===== src/hw/led_sink_pkg.sv =====
package led_sink_pkg;

	// Channel count and field widths
	localparam int NUM_CH = 3;
	localparam int DUTY_W = 5;
	localparam int CUR_W = 4;
	localparam int SLOT_W = 7;
	localparam int RAMP_W = 5;
	localparam int NUM_SLOTS = 5;

	// Byte offsets (all chosen here, one word each except the channel windows, 32 bytes apart)
	localparam logic [11:0] OFF_FUNC_SEL = 12'h000;
	localparam logic [11:0] OFF_SINK_EN = 12'h004;
	localparam logic [11:0] OFF_SEQ_EN = 12'h008;
	localparam logic [11:0] OFF_RAMP = 12'h00C;
	localparam logic [11:0] OFF_STATUS = 12'h010;
	localparam logic [11:0] OFF_CH_BASE = 12'h040;
	localparam logic [11:0] OFF_CH_STRIDE = 12'h020;
	// Per-channel word offsets within a channel window
	localparam logic [4:0] CH_CTRL = 5'h00;
	localparam logic [4:0] CH_SLOT01 = 5'h04;
	localparam logic [4:0] CH_SLOT23 = 5'h08;
	localparam logic [4:0] CH_PAUSE_ON = 5'h0C;

	// Field positions in channel control word
	localparam int POS_CUR = 0;
	localparam int POS_DUTY = 8;
	localparam int POS_SLOPE = 16;

	// Reset values and the 10 mA current code
	localparam logic [CUR_W-1:0] RST_CUR = 4'h0;
	localparam logic [DUTY_W-1:0] RST_DUTY = 5'h1F;
	localparam logic [CUR_W-1:0] CODE_10MA = 4'h4;

	// Timing: 125 MHz clock, slot units of 64 ms, ramp units of 8 ms
	localparam longint CLK_HZ = 125000000;
	localparam longint SLOT_UNIT_MS = 64;
	localparam longint RAMP_UNIT_MS = 8;
	localparam longint SLOT_UNIT_CYC = CLK_HZ * SLOT_UNIT_MS / 1000;
	localparam longint RAMP_UNIT_CYC = CLK_HZ * RAMP_UNIT_MS / 1000;

	// Sequencer phase within a slot
	typedef enum logic [1:0] {
		PH_RISE,
		PH_HOLD,
		PH_FALL,
		PH_REST
	} phase_t;

	// Per-channel software settings
	typedef struct packed {
		logic [CUR_W-1:0] cur;
		logic [DUTY_W-1:0] duty;
		logic slope_en;
		logic [SLOT_W-1:0] on_time;
		logic [NUM_SLOTS*SLOT_W-1:0] slots;
	} ch_cfg_t;

endpackage : led_sink_pkg


===== src/hw/led_sink_flash_sequencer.sv =====
// Summary of operation
// - A set function-select bit turns the shared pin into an LED current sink instead of GPIO.
// - Sink current is PWM gated by a five-bit duty, all ones meaning always on.
// - Each channel's DC current is set on its own between 2 mA and 20 mA.
// - A four-bit current code is decoded, code 0100b giving 10 mA.
// - A sink is active only while its bit in the sink-enable register is one.
// - Each channel has its own flash-sequencer enable that starts its sequence.
// - A sequence has four active slots and a pause slot, each 0 to 127 units of 64 ms; the code runs rise/hold/fall in the pause slot too.
// - In each slot the current ramps up, holds for the on-time, then ramps down.
// - Ramp-up and ramp-down step times are shared, each 0 to 31 units of 8 ms.
// - With slope disabled the current jumps straight to the programmed code.
// - With slope enabled the current steps toward the programmed code at the slope.
//
// Local design decisions: the APB interface to the registers and the placing of the registers.
`timescale 1ns/1ps
`default_nettype none
module led_sink_flash_sequencer (
	// Clock and reset
	input wire logic pclk,
	input wire logic presetn,
	// APB slave
	input wire logic psel,
	input wire logic penable,
	input wire logic pwrite,
	input wire logic [11:0] paddr,
	input wire logic [31:0] pwdata,
	output logic [31:0] prdata,
	output logic pready,
	output logic pslverr,
	// Pin stage controls per channel
	output logic [led_sink_pkg::NUM_CH-1:0] sink_mode,
	output logic [led_sink_pkg::NUM_CH-1:0] sink_on,
	output logic [led_sink_pkg::NUM_CH*led_sink_pkg::CUR_W-1:0] sink_level
);
	import led_sink_pkg::*;

	localparam int SLOT_CW = $clog2(int'(SLOT_UNIT_CYC) + 1);
	localparam int RAMP_CW = $clog2(int'(RAMP_UNIT_CYC) + 1);
	localparam logic [SLOT_CW-1:0] SLOT_LAST = SLOT_CW'(SLOT_UNIT_CYC - 1);
	localparam logic [RAMP_CW-1:0] RAMP_LAST = RAMP_CW'(RAMP_UNIT_CYC - 1);

	// Shared registers
	logic [NUM_CH-1:0] func_sel_q, func_sel_d;
	logic [NUM_CH-1:0] sink_en_q, sink_en_d;
	logic [NUM_CH-1:0] seq_en_q, seq_en_d;
	logic [RAMP_W-1:0] ramp_up_q, ramp_up_d;
	logic [RAMP_W-1:0] ramp_dn_q, ramp_dn_d;
	ch_cfg_t cfg_q [NUM_CH];
	ch_cfg_t cfg_d [NUM_CH];
	logic [31:0] prdata_q, prdata_d;
	logic pready_q, pready_d;
	logic pslverr_q, pslverr_d;
	// Per-channel sequencer state (current level read back in status)
	logic [CUR_W-1:0] lvl_q [NUM_CH];
	logic [DUTY_W-1:0] pwm_q [NUM_CH];
	logic [NUM_CH-1:0] on_q;

	logic acc;
	logic [1:0] ch_idx;
	logic [4:0] ch_off;
	logic ch_hit;
	assign acc = psel & penable & ~pready_q;
	assign ch_off = paddr[4:0];
	assign ch_idx = 2'((paddr - OFF_CH_BASE) >> 5);
	assign ch_hit = (paddr >= OFF_CH_BASE) &&
		(paddr < OFF_CH_BASE + 12'(NUM_CH) * OFF_CH_STRIDE);

	// Register bus decode: one wait state, answer on second access cycle
	always_comb begin
		func_sel_d = func_sel_q;
		sink_en_d = sink_en_q;
		seq_en_d = seq_en_q;
		ramp_up_d = ramp_up_q;
		ramp_dn_d = ramp_dn_q;
		cfg_d = cfg_q;
		prdata_d = 32'h0000_0000;
		pready_d = acc;
		pslverr_d = 1'b0;
		if (acc) begin
			if (ch_hit) begin
				unique case (ch_off)
					CH_CTRL: begin
						prdata_d = {15'h0000, cfg_q[ch_idx].slope_en, 3'h0, cfg_q[ch_idx].duty,
							4'h0, cfg_q[ch_idx].cur};
						if (pwrite) begin
							cfg_d[ch_idx].cur = pwdata[POS_CUR +: CUR_W];
							cfg_d[ch_idx].duty = pwdata[POS_DUTY +: DUTY_W];
							cfg_d[ch_idx].slope_en = pwdata[POS_SLOPE];
						end
					end
					CH_SLOT01: begin
						prdata_d = {17'h0, cfg_q[ch_idx].slots[SLOT_W +: SLOT_W], 1'b0,
							cfg_q[ch_idx].slots[0 +: SLOT_W]};
						if (pwrite) begin
							cfg_d[ch_idx].slots[0 +: SLOT_W] = pwdata[6:0];
							cfg_d[ch_idx].slots[SLOT_W +: SLOT_W] = pwdata[14:8];
						end
					end
					CH_SLOT23: begin
						prdata_d = {17'h0, cfg_q[ch_idx].slots[3*SLOT_W +: SLOT_W], 1'b0,
							cfg_q[ch_idx].slots[2*SLOT_W +: SLOT_W]};
						if (pwrite) begin
							cfg_d[ch_idx].slots[2*SLOT_W +: SLOT_W] = pwdata[6:0];
							cfg_d[ch_idx].slots[3*SLOT_W +: SLOT_W] = pwdata[14:8];
						end
					end
					CH_PAUSE_ON: begin
						prdata_d = {17'h0, cfg_q[ch_idx].on_time, 1'b0,
							cfg_q[ch_idx].slots[4*SLOT_W +: SLOT_W]};
						if (pwrite) begin
							cfg_d[ch_idx].slots[4*SLOT_W +: SLOT_W] = pwdata[6:0];
							cfg_d[ch_idx].on_time = pwdata[14:8];
						end
					end
					default: pslverr_d = 1'b1;
				endcase
			end else begin
				unique case (paddr)
					OFF_FUNC_SEL: begin
						prdata_d = {29'h0, func_sel_q};
						if (pwrite) func_sel_d = pwdata[NUM_CH-1:0];
					end
					OFF_SINK_EN: begin
						prdata_d = {29'h0, sink_en_q};
						if (pwrite) sink_en_d = pwdata[NUM_CH-1:0];
					end
					OFF_SEQ_EN: begin
						prdata_d = {29'h0, seq_en_q};
						if (pwrite) seq_en_d = pwdata[NUM_CH-1:0];
					end
					OFF_RAMP: begin
						prdata_d = {19'h0, ramp_dn_q, 3'h0, ramp_up_q};
						if (pwrite) begin
							ramp_up_d = pwdata[RAMP_W-1:0];
							ramp_dn_d = pwdata[8 +: RAMP_W];
						end
					end
					OFF_STATUS: prdata_d = {17'h0, on_q, lvl_q[2], lvl_q[1], lvl_q[0]};
					default: pslverr_d = 1'b1;
				endcase
			end
		end
	end

	// Register storage
	always_ff @(posedge pclk or negedge presetn) begin
		if (!presetn) begin
			func_sel_q <= '0;
			sink_en_q <= '0;
			seq_en_q <= '0;
			ramp_up_q <= '0;
			ramp_dn_q <= '0;
			for (int i = 0; i < NUM_CH; i++) begin
				cfg_q[i] <= '{cur: RST_CUR, duty: RST_DUTY, slope_en: 1'b0, on_time: '0, slots: '0};
			end
			prdata_q <= '0;
			pready_q <= 1'b0;
			pslverr_q <= 1'b0;
		end else begin
			func_sel_q <= func_sel_d;
			sink_en_q <= sink_en_d;
			seq_en_q <= seq_en_d;
			ramp_up_q <= ramp_up_d;
			ramp_dn_q <= ramp_dn_d;
			cfg_q <= cfg_d;
			prdata_q <= prdata_d;
			pready_q <= pready_d;
			pslverr_q <= pslverr_d;
		end
	end
	assign prdata = prdata_q;
	assign pready = pready_q;
	assign pslverr = pslverr_q;

	// Shared 64 ms slot tick and 8 ms ramp tick
	logic [SLOT_CW-1:0] slot_pre_q, slot_pre_d;
	logic [RAMP_CW-1:0] ramp_pre_q, ramp_pre_d;
	logic slot_tick, ramp_tick;
	assign slot_tick = (slot_pre_q == SLOT_LAST);
	assign ramp_tick = (ramp_pre_q == RAMP_LAST);
	always_comb begin
		slot_pre_d = slot_tick ? '0 : slot_pre_q + 1'b1;
		ramp_pre_d = ramp_tick ? '0 : ramp_pre_q + 1'b1;
	end
	always_ff @(posedge pclk or negedge presetn) begin
		if (!presetn) begin
			slot_pre_q <= '0;
			ramp_pre_q <= '0;
		end else begin
			slot_pre_q <= slot_pre_d;
			ramp_pre_q <= ramp_pre_d;
		end
	end

	genvar g;
	generate
		for (g = 0; g < NUM_CH; g++) begin : g_ch
			phase_t ph_q, ph_d;
			logic [2:0] slot_q, slot_d;
			logic [SLOT_W-1:0] sl_cnt_q, sl_cnt_d;
			logic [SLOT_W-1:0] on_cnt_q, on_cnt_d;
			logic [RAMP_W-1:0] st_cnt_q, st_cnt_d;
			logic [CUR_W-1:0] lvl_d;
			logic [DUTY_W-1:0] pwm_d;
			logic on_d;
			// Sequencer was running last cycle
			logic run_q, run_d;
			logic [SLOT_W-1:0] slot_len;
			logic [RAMP_W-1:0] step_len;
			logic step;
			assign slot_len = cfg_q[g].slots[slot_q*SLOT_W +: SLOT_W];
			assign step_len = (ph_q == PH_FALL) ? ramp_dn_q : ramp_up_q;

			// Sequencer: slots 1..4 then pause, rise/hold/fall inside each slot
			always_comb begin
				ph_d = ph_q;
				slot_d = slot_q;
				sl_cnt_d = sl_cnt_q;
				on_cnt_d = on_cnt_q;
				st_cnt_d = st_cnt_q;
				lvl_d = lvl_q[g];
				step = 1'b0;
				run_d = seq_en_q[g];
				if (ramp_tick) begin
					if (st_cnt_q >= step_len) begin
						st_cnt_d = '0;
						step = 1'b1;
					end else begin
						st_cnt_d = st_cnt_q + 1'b1;
					end
				end
				if (!seq_en_q[g]) begin
					ph_d = PH_RISE;
					slot_d = 3'h0;
					sl_cnt_d = '0;
					on_cnt_d = '0;
					lvl_d = cfg_q[g].cur;
				end else begin
					unique case (ph_q)
						PH_RISE: begin
							if (!cfg_q[g].slope_en || lvl_q[g] >= cfg_q[g].cur) begin
								lvl_d = cfg_q[g].cur;
								ph_d = PH_HOLD;
							end else if (step) begin
								lvl_d = lvl_q[g] + 1'b1;
							end
						end
						PH_HOLD: begin
							if (slot_tick) on_cnt_d = on_cnt_q + 1'b1;
							if (on_cnt_q >= cfg_q[g].on_time) begin
								on_cnt_d = '0;
								ph_d = PH_FALL;
							end
						end
						PH_FALL: begin
							if (!cfg_q[g].slope_en || lvl_q[g] == '0) begin
								lvl_d = '0;
								ph_d = PH_REST;
							end else if (step) begin
								lvl_d = lvl_q[g] - 1'b1;
							end
						end
						PH_REST: lvl_d = '0;
					endcase
					// Fresh start from zero
					// Without this the first rise would see the constant level and skip the ramp
					if (!run_q) begin
						lvl_d = '0;
						ph_d = PH_RISE;
					end
					// Slot length in 64 ms units
					if (slot_tick) sl_cnt_d = sl_cnt_q + 1'b1;
					if (sl_cnt_q >= slot_len) begin
						sl_cnt_d = '0;
						on_cnt_d = '0;
						ph_d = PH_RISE;
						lvl_d = '0;
						slot_d = (slot_q == 3'(NUM_SLOTS - 1)) ? 3'h0 : slot_q + 3'h1;
					end
				end
				pwm_d = pwm_q[g] + 1'b1;
				on_d = func_sel_q[g] && sink_en_q[g] && (lvl_d != '0) &&
					((cfg_q[g].duty == RST_DUTY) || (pwm_q[g] < cfg_q[g].duty));
			end

			always_ff @(posedge pclk or negedge presetn) begin
				if (!presetn) begin
					ph_q <= PH_RISE;
					run_q <= 1'b0;
					slot_q <= 3'h0;
					sl_cnt_q <= '0;
					on_cnt_q <= '0;
					st_cnt_q <= '0;
					lvl_q[g] <= '0;
					pwm_q[g] <= '0;
					on_q[g] <= 1'b0;
					sink_mode[g] <= 1'b0;
					sink_level[g*CUR_W +: CUR_W] <= '0;
				end else begin
					ph_q <= ph_d;
					run_q <= run_d;
					slot_q <= slot_d;
					sl_cnt_q <= sl_cnt_d;
					on_cnt_q <= on_cnt_d;
					st_cnt_q <= st_cnt_d;
					lvl_q[g] <= lvl_d;
					pwm_q[g] <= pwm_d;
					on_q[g] <= on_d;
					sink_mode[g] <= func_sel_q[g];
					// Per-channel current code to analog stage
					sink_level[g*CUR_W +: CUR_W] <= lvl_d;
				end
			end
		end
	endgenerate
	assign sink_on = on_q;

endmodule : led_sink_flash_sequencer
`default_nettype wire


===== config.mk =====
export PLATFORM = sky130hd
export DESIGN_NAME = led_sink_flash_sequencer
export DESIGN_NICKNAME = d
export VERILOG_FILES = /design/src/hw/led_sink_pkg.sv /design/src/hw/led_sink_flash_sequencer.sv
export SDC_FILE = /design/constraint.sdc
export NUM_CORES = 1
export LEC_CHECK = 0
export ABC_CLOCK_PERIOD_IN_PS = 6200
export BUFFER_PORTS_ARGS = -buffer_cell sky130_fd_sc_hd__buf_4
export CORE_MARGIN = 3
export CORE_UTILIZATION = 30
export DETAILED_ROUTE_END_ITERATION = 10
export GPL_TIMING_DRIVEN = 0
export PLACE_DENSITY_LB_ADDON = 0.3
export SYNTH_ARGS = -nofsm -noshare
export SYNTH_HDL_FRONTEND = slang
export SYNTH_SLANG_ARGS = --single-unit

===== constraint.sdc =====
create_clock -name pclk -period 6.2 [get_ports pclk]
set_clock_uncertainty 0.05 [all_clocks]
set_input_delay 1.24 -clock pclk [delete_from_list [all_inputs] [get_ports pclk]]
set_output_delay 1.24 -clock pclk [all_outputs]
set_load 0.02 [all_outputs]

==> results.md <==
* Post-synthesis simple-gate area fraction at 12.8%
* Leading cell types by count after synthesis: 329 x dfrtp_1, 160 x mux2_2, 152 x o21ai_0
* Cells along the critical path: clkbuf_1 -> inv_1 -> nor2_1 -> nand2_1 -> o21ai_0 -> o21ai_0 -> ha_1 -> a21oi_1 -> o21ai_0 -> a211oi_2 -> nand2_1 -> nand4b_1 -> nor3b_1 -> a21o_1
* Wire length of the first global-routing pass at 94.4 mm
* Kind of cell adding the most delay to the critical path: simple AND/OR/NAND/NOR gates
* Wirelength, routed at 62.7 mm
* Max-slew headroom at 22.2%
* Growth of design area from synthesis to finish at 15.4%
* Power density cells at 259 nW/µm²
* Share of layout cells above drive strength 1 at 16.2%
* CP startpoint kind: flip-flop
* Post-route setup TNS at 0 ps
* Data required time of the worst path at 6660 ps
* Final layout net count at 2234
* Warning count from the yosys run at 0
* Routed wire length per instance at 21.2 µm
* Result of the run: finished clean
* Placeable Area at 64600 µm²
* Transition time of the tightest slew-check pin at 1170 ps
* Final number of setup-violating endpoints at 0
* Sequential cell area fraction in the yosys report at 44.0%
* R2R setup slack at 1390 ps
* Routability cong. at 0.906
* Post-synth EDFFs at 0
* Combined area of the multi-input logic cells at 10200 µm²
* Via count at 15.5k
* Number of antenna violations at the first check in global routing at 2
* CP Capture Type: flip-flop
* Leakage dissipation at 0.0104 µW
* Row cnt at 93
* Remaining antenna violation count at 0
* Fin. Hold Viols at 0
* Dominant combinational cell family by area after synthesis: multiplexers
* Total iterations of the first detailed-routing run at 5
* Share of the synthesized area in compound gates (AO/OA/AOI/OAI) at 13.5%
* Met3 track demand over resource at 3.36%
* Worst hold path type: flip-flop to flip-flop
* Inserted Clock Buffers at 41
* Buffers on Ports at 65
* I/O pin total at 101
* Placed Cells incl. Taps at 2881
* Leading register cell type out of synthesis: dfrtp_1
* Post-synthesis adder-cell area fraction at 7.40%
* Mux cell area share after synthesis at 15.2%
* Final global-route overflow total at 0
* Number of fill cells at 6514
* Area contributors post-synth: dfrtp_1 42%, mux2_2 9.2%, ha_1 7.4%
* Library cell occupying the most area in the post-synthesis netlist: dfrtp_1
* Most used standard cell by instance count after synthesis: dfrtp_1
* Highest-delay cell along the critical path: a211oi_2
* Top cell type's share of synthesized area at 42.0%
* Clk pin slew, worst setup/hold paths at 60 ps
* Count of pins over their slew limit at 0
* Chip Height at 262 µm
* Mean instance size in the synthesized netlist at 10.1 µm²
* Cell occurring most often along the worst timing path: o21ai_0
* Met1 Track Usage GR at 24.9%
* Insertion delay to the later sink of the worst-skew pair at 570 ps
* Number of register bits inferred by synthesis at 344
* Peak fanout along the critical path at 10
* Hold_buf cts at 0
* Starting Density at 30.4%
* Post-DP HPWL at 47.2 mm
* Clock tree from TritonCTS: yes
* Number of DRC markers in iteration 0 at 1358
* Count of H-tree levels built during CTS at 2
* Die boundary width at 262 µm
* Critical Path AT at 5270 ps
* Most Crowded Layer GR: met2
* Number of clock sinks at 344
* Post-synthesis share of cell area spent on xor and xnor gates at 2.99%
* Area enclosed by the die boundary at 68400 µm²
* IR drop worst, VDD at 0.140 mV
* Post-CTS resize count at 0
* Post-layout util at 35.0%
* Cell at the root of the clock tree: clkbuf_16
* Sequential cell area at 8630 µm²
* Largest buffer count on any clock path at 3
* Total GRT Usage at 18.1%
* Buffer count from post-CTS setup fixing at 0
* Via count of the first global-routing pass at 15.2k
* Layout Cells excl Fill at 2953
* Number of design rule violations left after detail routing at 0
* Final critical path time including I/O delays and setup at 4810 ps
* Delay of the slowest cell on the worst path at 850 ps
* Count of maximum capacitance violations at 0
* Largest net degree at the start of global routing at 104
* Unrepaired setup endpoints after global routing: no
* Area of the mapped netlist at 19600 µm²
* Post-synthesis async set-or-reset flop share at 100%
* Vias per cell at 5.24
* Buf/Inv on CP at 2
* Worst setup path category: flip-flop to flip-flop
* Gate count after technology mapping at 1943
* Number of library cell types mapped by synthesis at 72
* Global-route met2 utilization at 28.5%
* Final worst-path cycle share at 77.6%
* Highest attainable clock frequency at 208 MHz
area by class of cell:
type | instances | share of cell area (%)
Antenna cell | 1 | 0.0111
Buffer | 104 | 2.11
Clock buffer | 64 | 5.50
Clock inverter | 7 | 0.293
Inverter | 88 | 1.46
Multi-Input combinational cell | 1422 | 45.2
Sequential cell | 344 | 38.1
Tap cell | 855 | 4.73
Timing Repair Buffer | 68 | 2.55
final timing paths:
kind | start | to | cells after the start
min | func_sel_q[0]$_DFFE_PN0P_ | sink_mode[0]$_DFF_PN0_ | 0
min reg2reg | func_sel_q[0]$_DFFE_PN0P_ | sink_mode[0]$_DFF_PN0_ | 0
max | g_ch[0].slot_q[0]$_DFFE_PN0P_ | g_ch[0].on_cnt_q[4]$_DFFE_PN0P_ | 14
min in group asynchronous | presetn | ramp_pre_q[19]$_DFF_PN0_ | 1
max in group asynchronous | presetn | asynchronous set/reset pin | 4
max reg2reg | g_ch[0].slot_q[0]$_DFFE_PN0P_ | g_ch[0].on_cnt_q[4]$_DFFE_PN0P_ | 14
layer usage:
metal	vias to the layer above	wire length, µm	share of wire (%)
met2	459	28400	45
met3	109	3780	6.0
li1	7201	-	-
met5	-	0	0
met4	0	2000	3.2
met1	7695	28500	45
stage by stage:
stage                     worst slack, ps  hold WS, ps  instance area [µm²]  power, µW
after CTS                            1400          401                22600       5930
after floorplan                      2580          333                19700       3100
after detailed placement             1410          388                21300       3520
after global routing                 1010          417                22600       6140
after global placement                496          366                21200       3490
final                                1390          400                22600       5870
where the power goes:
group / internal [µW] / switching (µW)
clock network: 1410 / 969
logic: 370 / 733
registers: 2300 / 80.7
total: 4090 / 1780
cells in the final DEF, fill, tap and decap left out, types with 7 or more instances in the layout:
cell type	instances
mux2_2	160
a31oi_1	11
xnor2_1	33
a21o_1	26
o22ai_1	21
clkbuf_8	9
nand2_1	132
o21ai_1	7
nor2b_1	13
nand2b_1	22
buf_1	14
inv_1	88
and2_1	11
a21oi_1	106
or4_1	8
mux2i_1	118
nor2_1	149
o31ai_1	10
ha_1	116
a221oi_1	8
and3_1	24
nand4_1	18
o21ai_0	152
xor2_1	34
clkbuf_16	43
o21a_1	9
dfstp_2	15
or3_1	11
nor3b_1	7
dfrtp_1	329
a211oi_1	26
nand3_1	52
buf_4	82
clkbuf_1	78
nor3_1	26
conb_1	16
cells by family (layout without fill, tap and decap cells):
family,Yosys count,in the layout
adders and majority gates,116,116
other,1,17
buffers and inverters,192,331
xor gates and xnor gates,67,67
DFF,344,344
and+or+nand+nor,510,510
AOI/OAI and AO/OA,435,435
muxes,278,278
No activity file was read; power rests on OpenSTA's default activity.
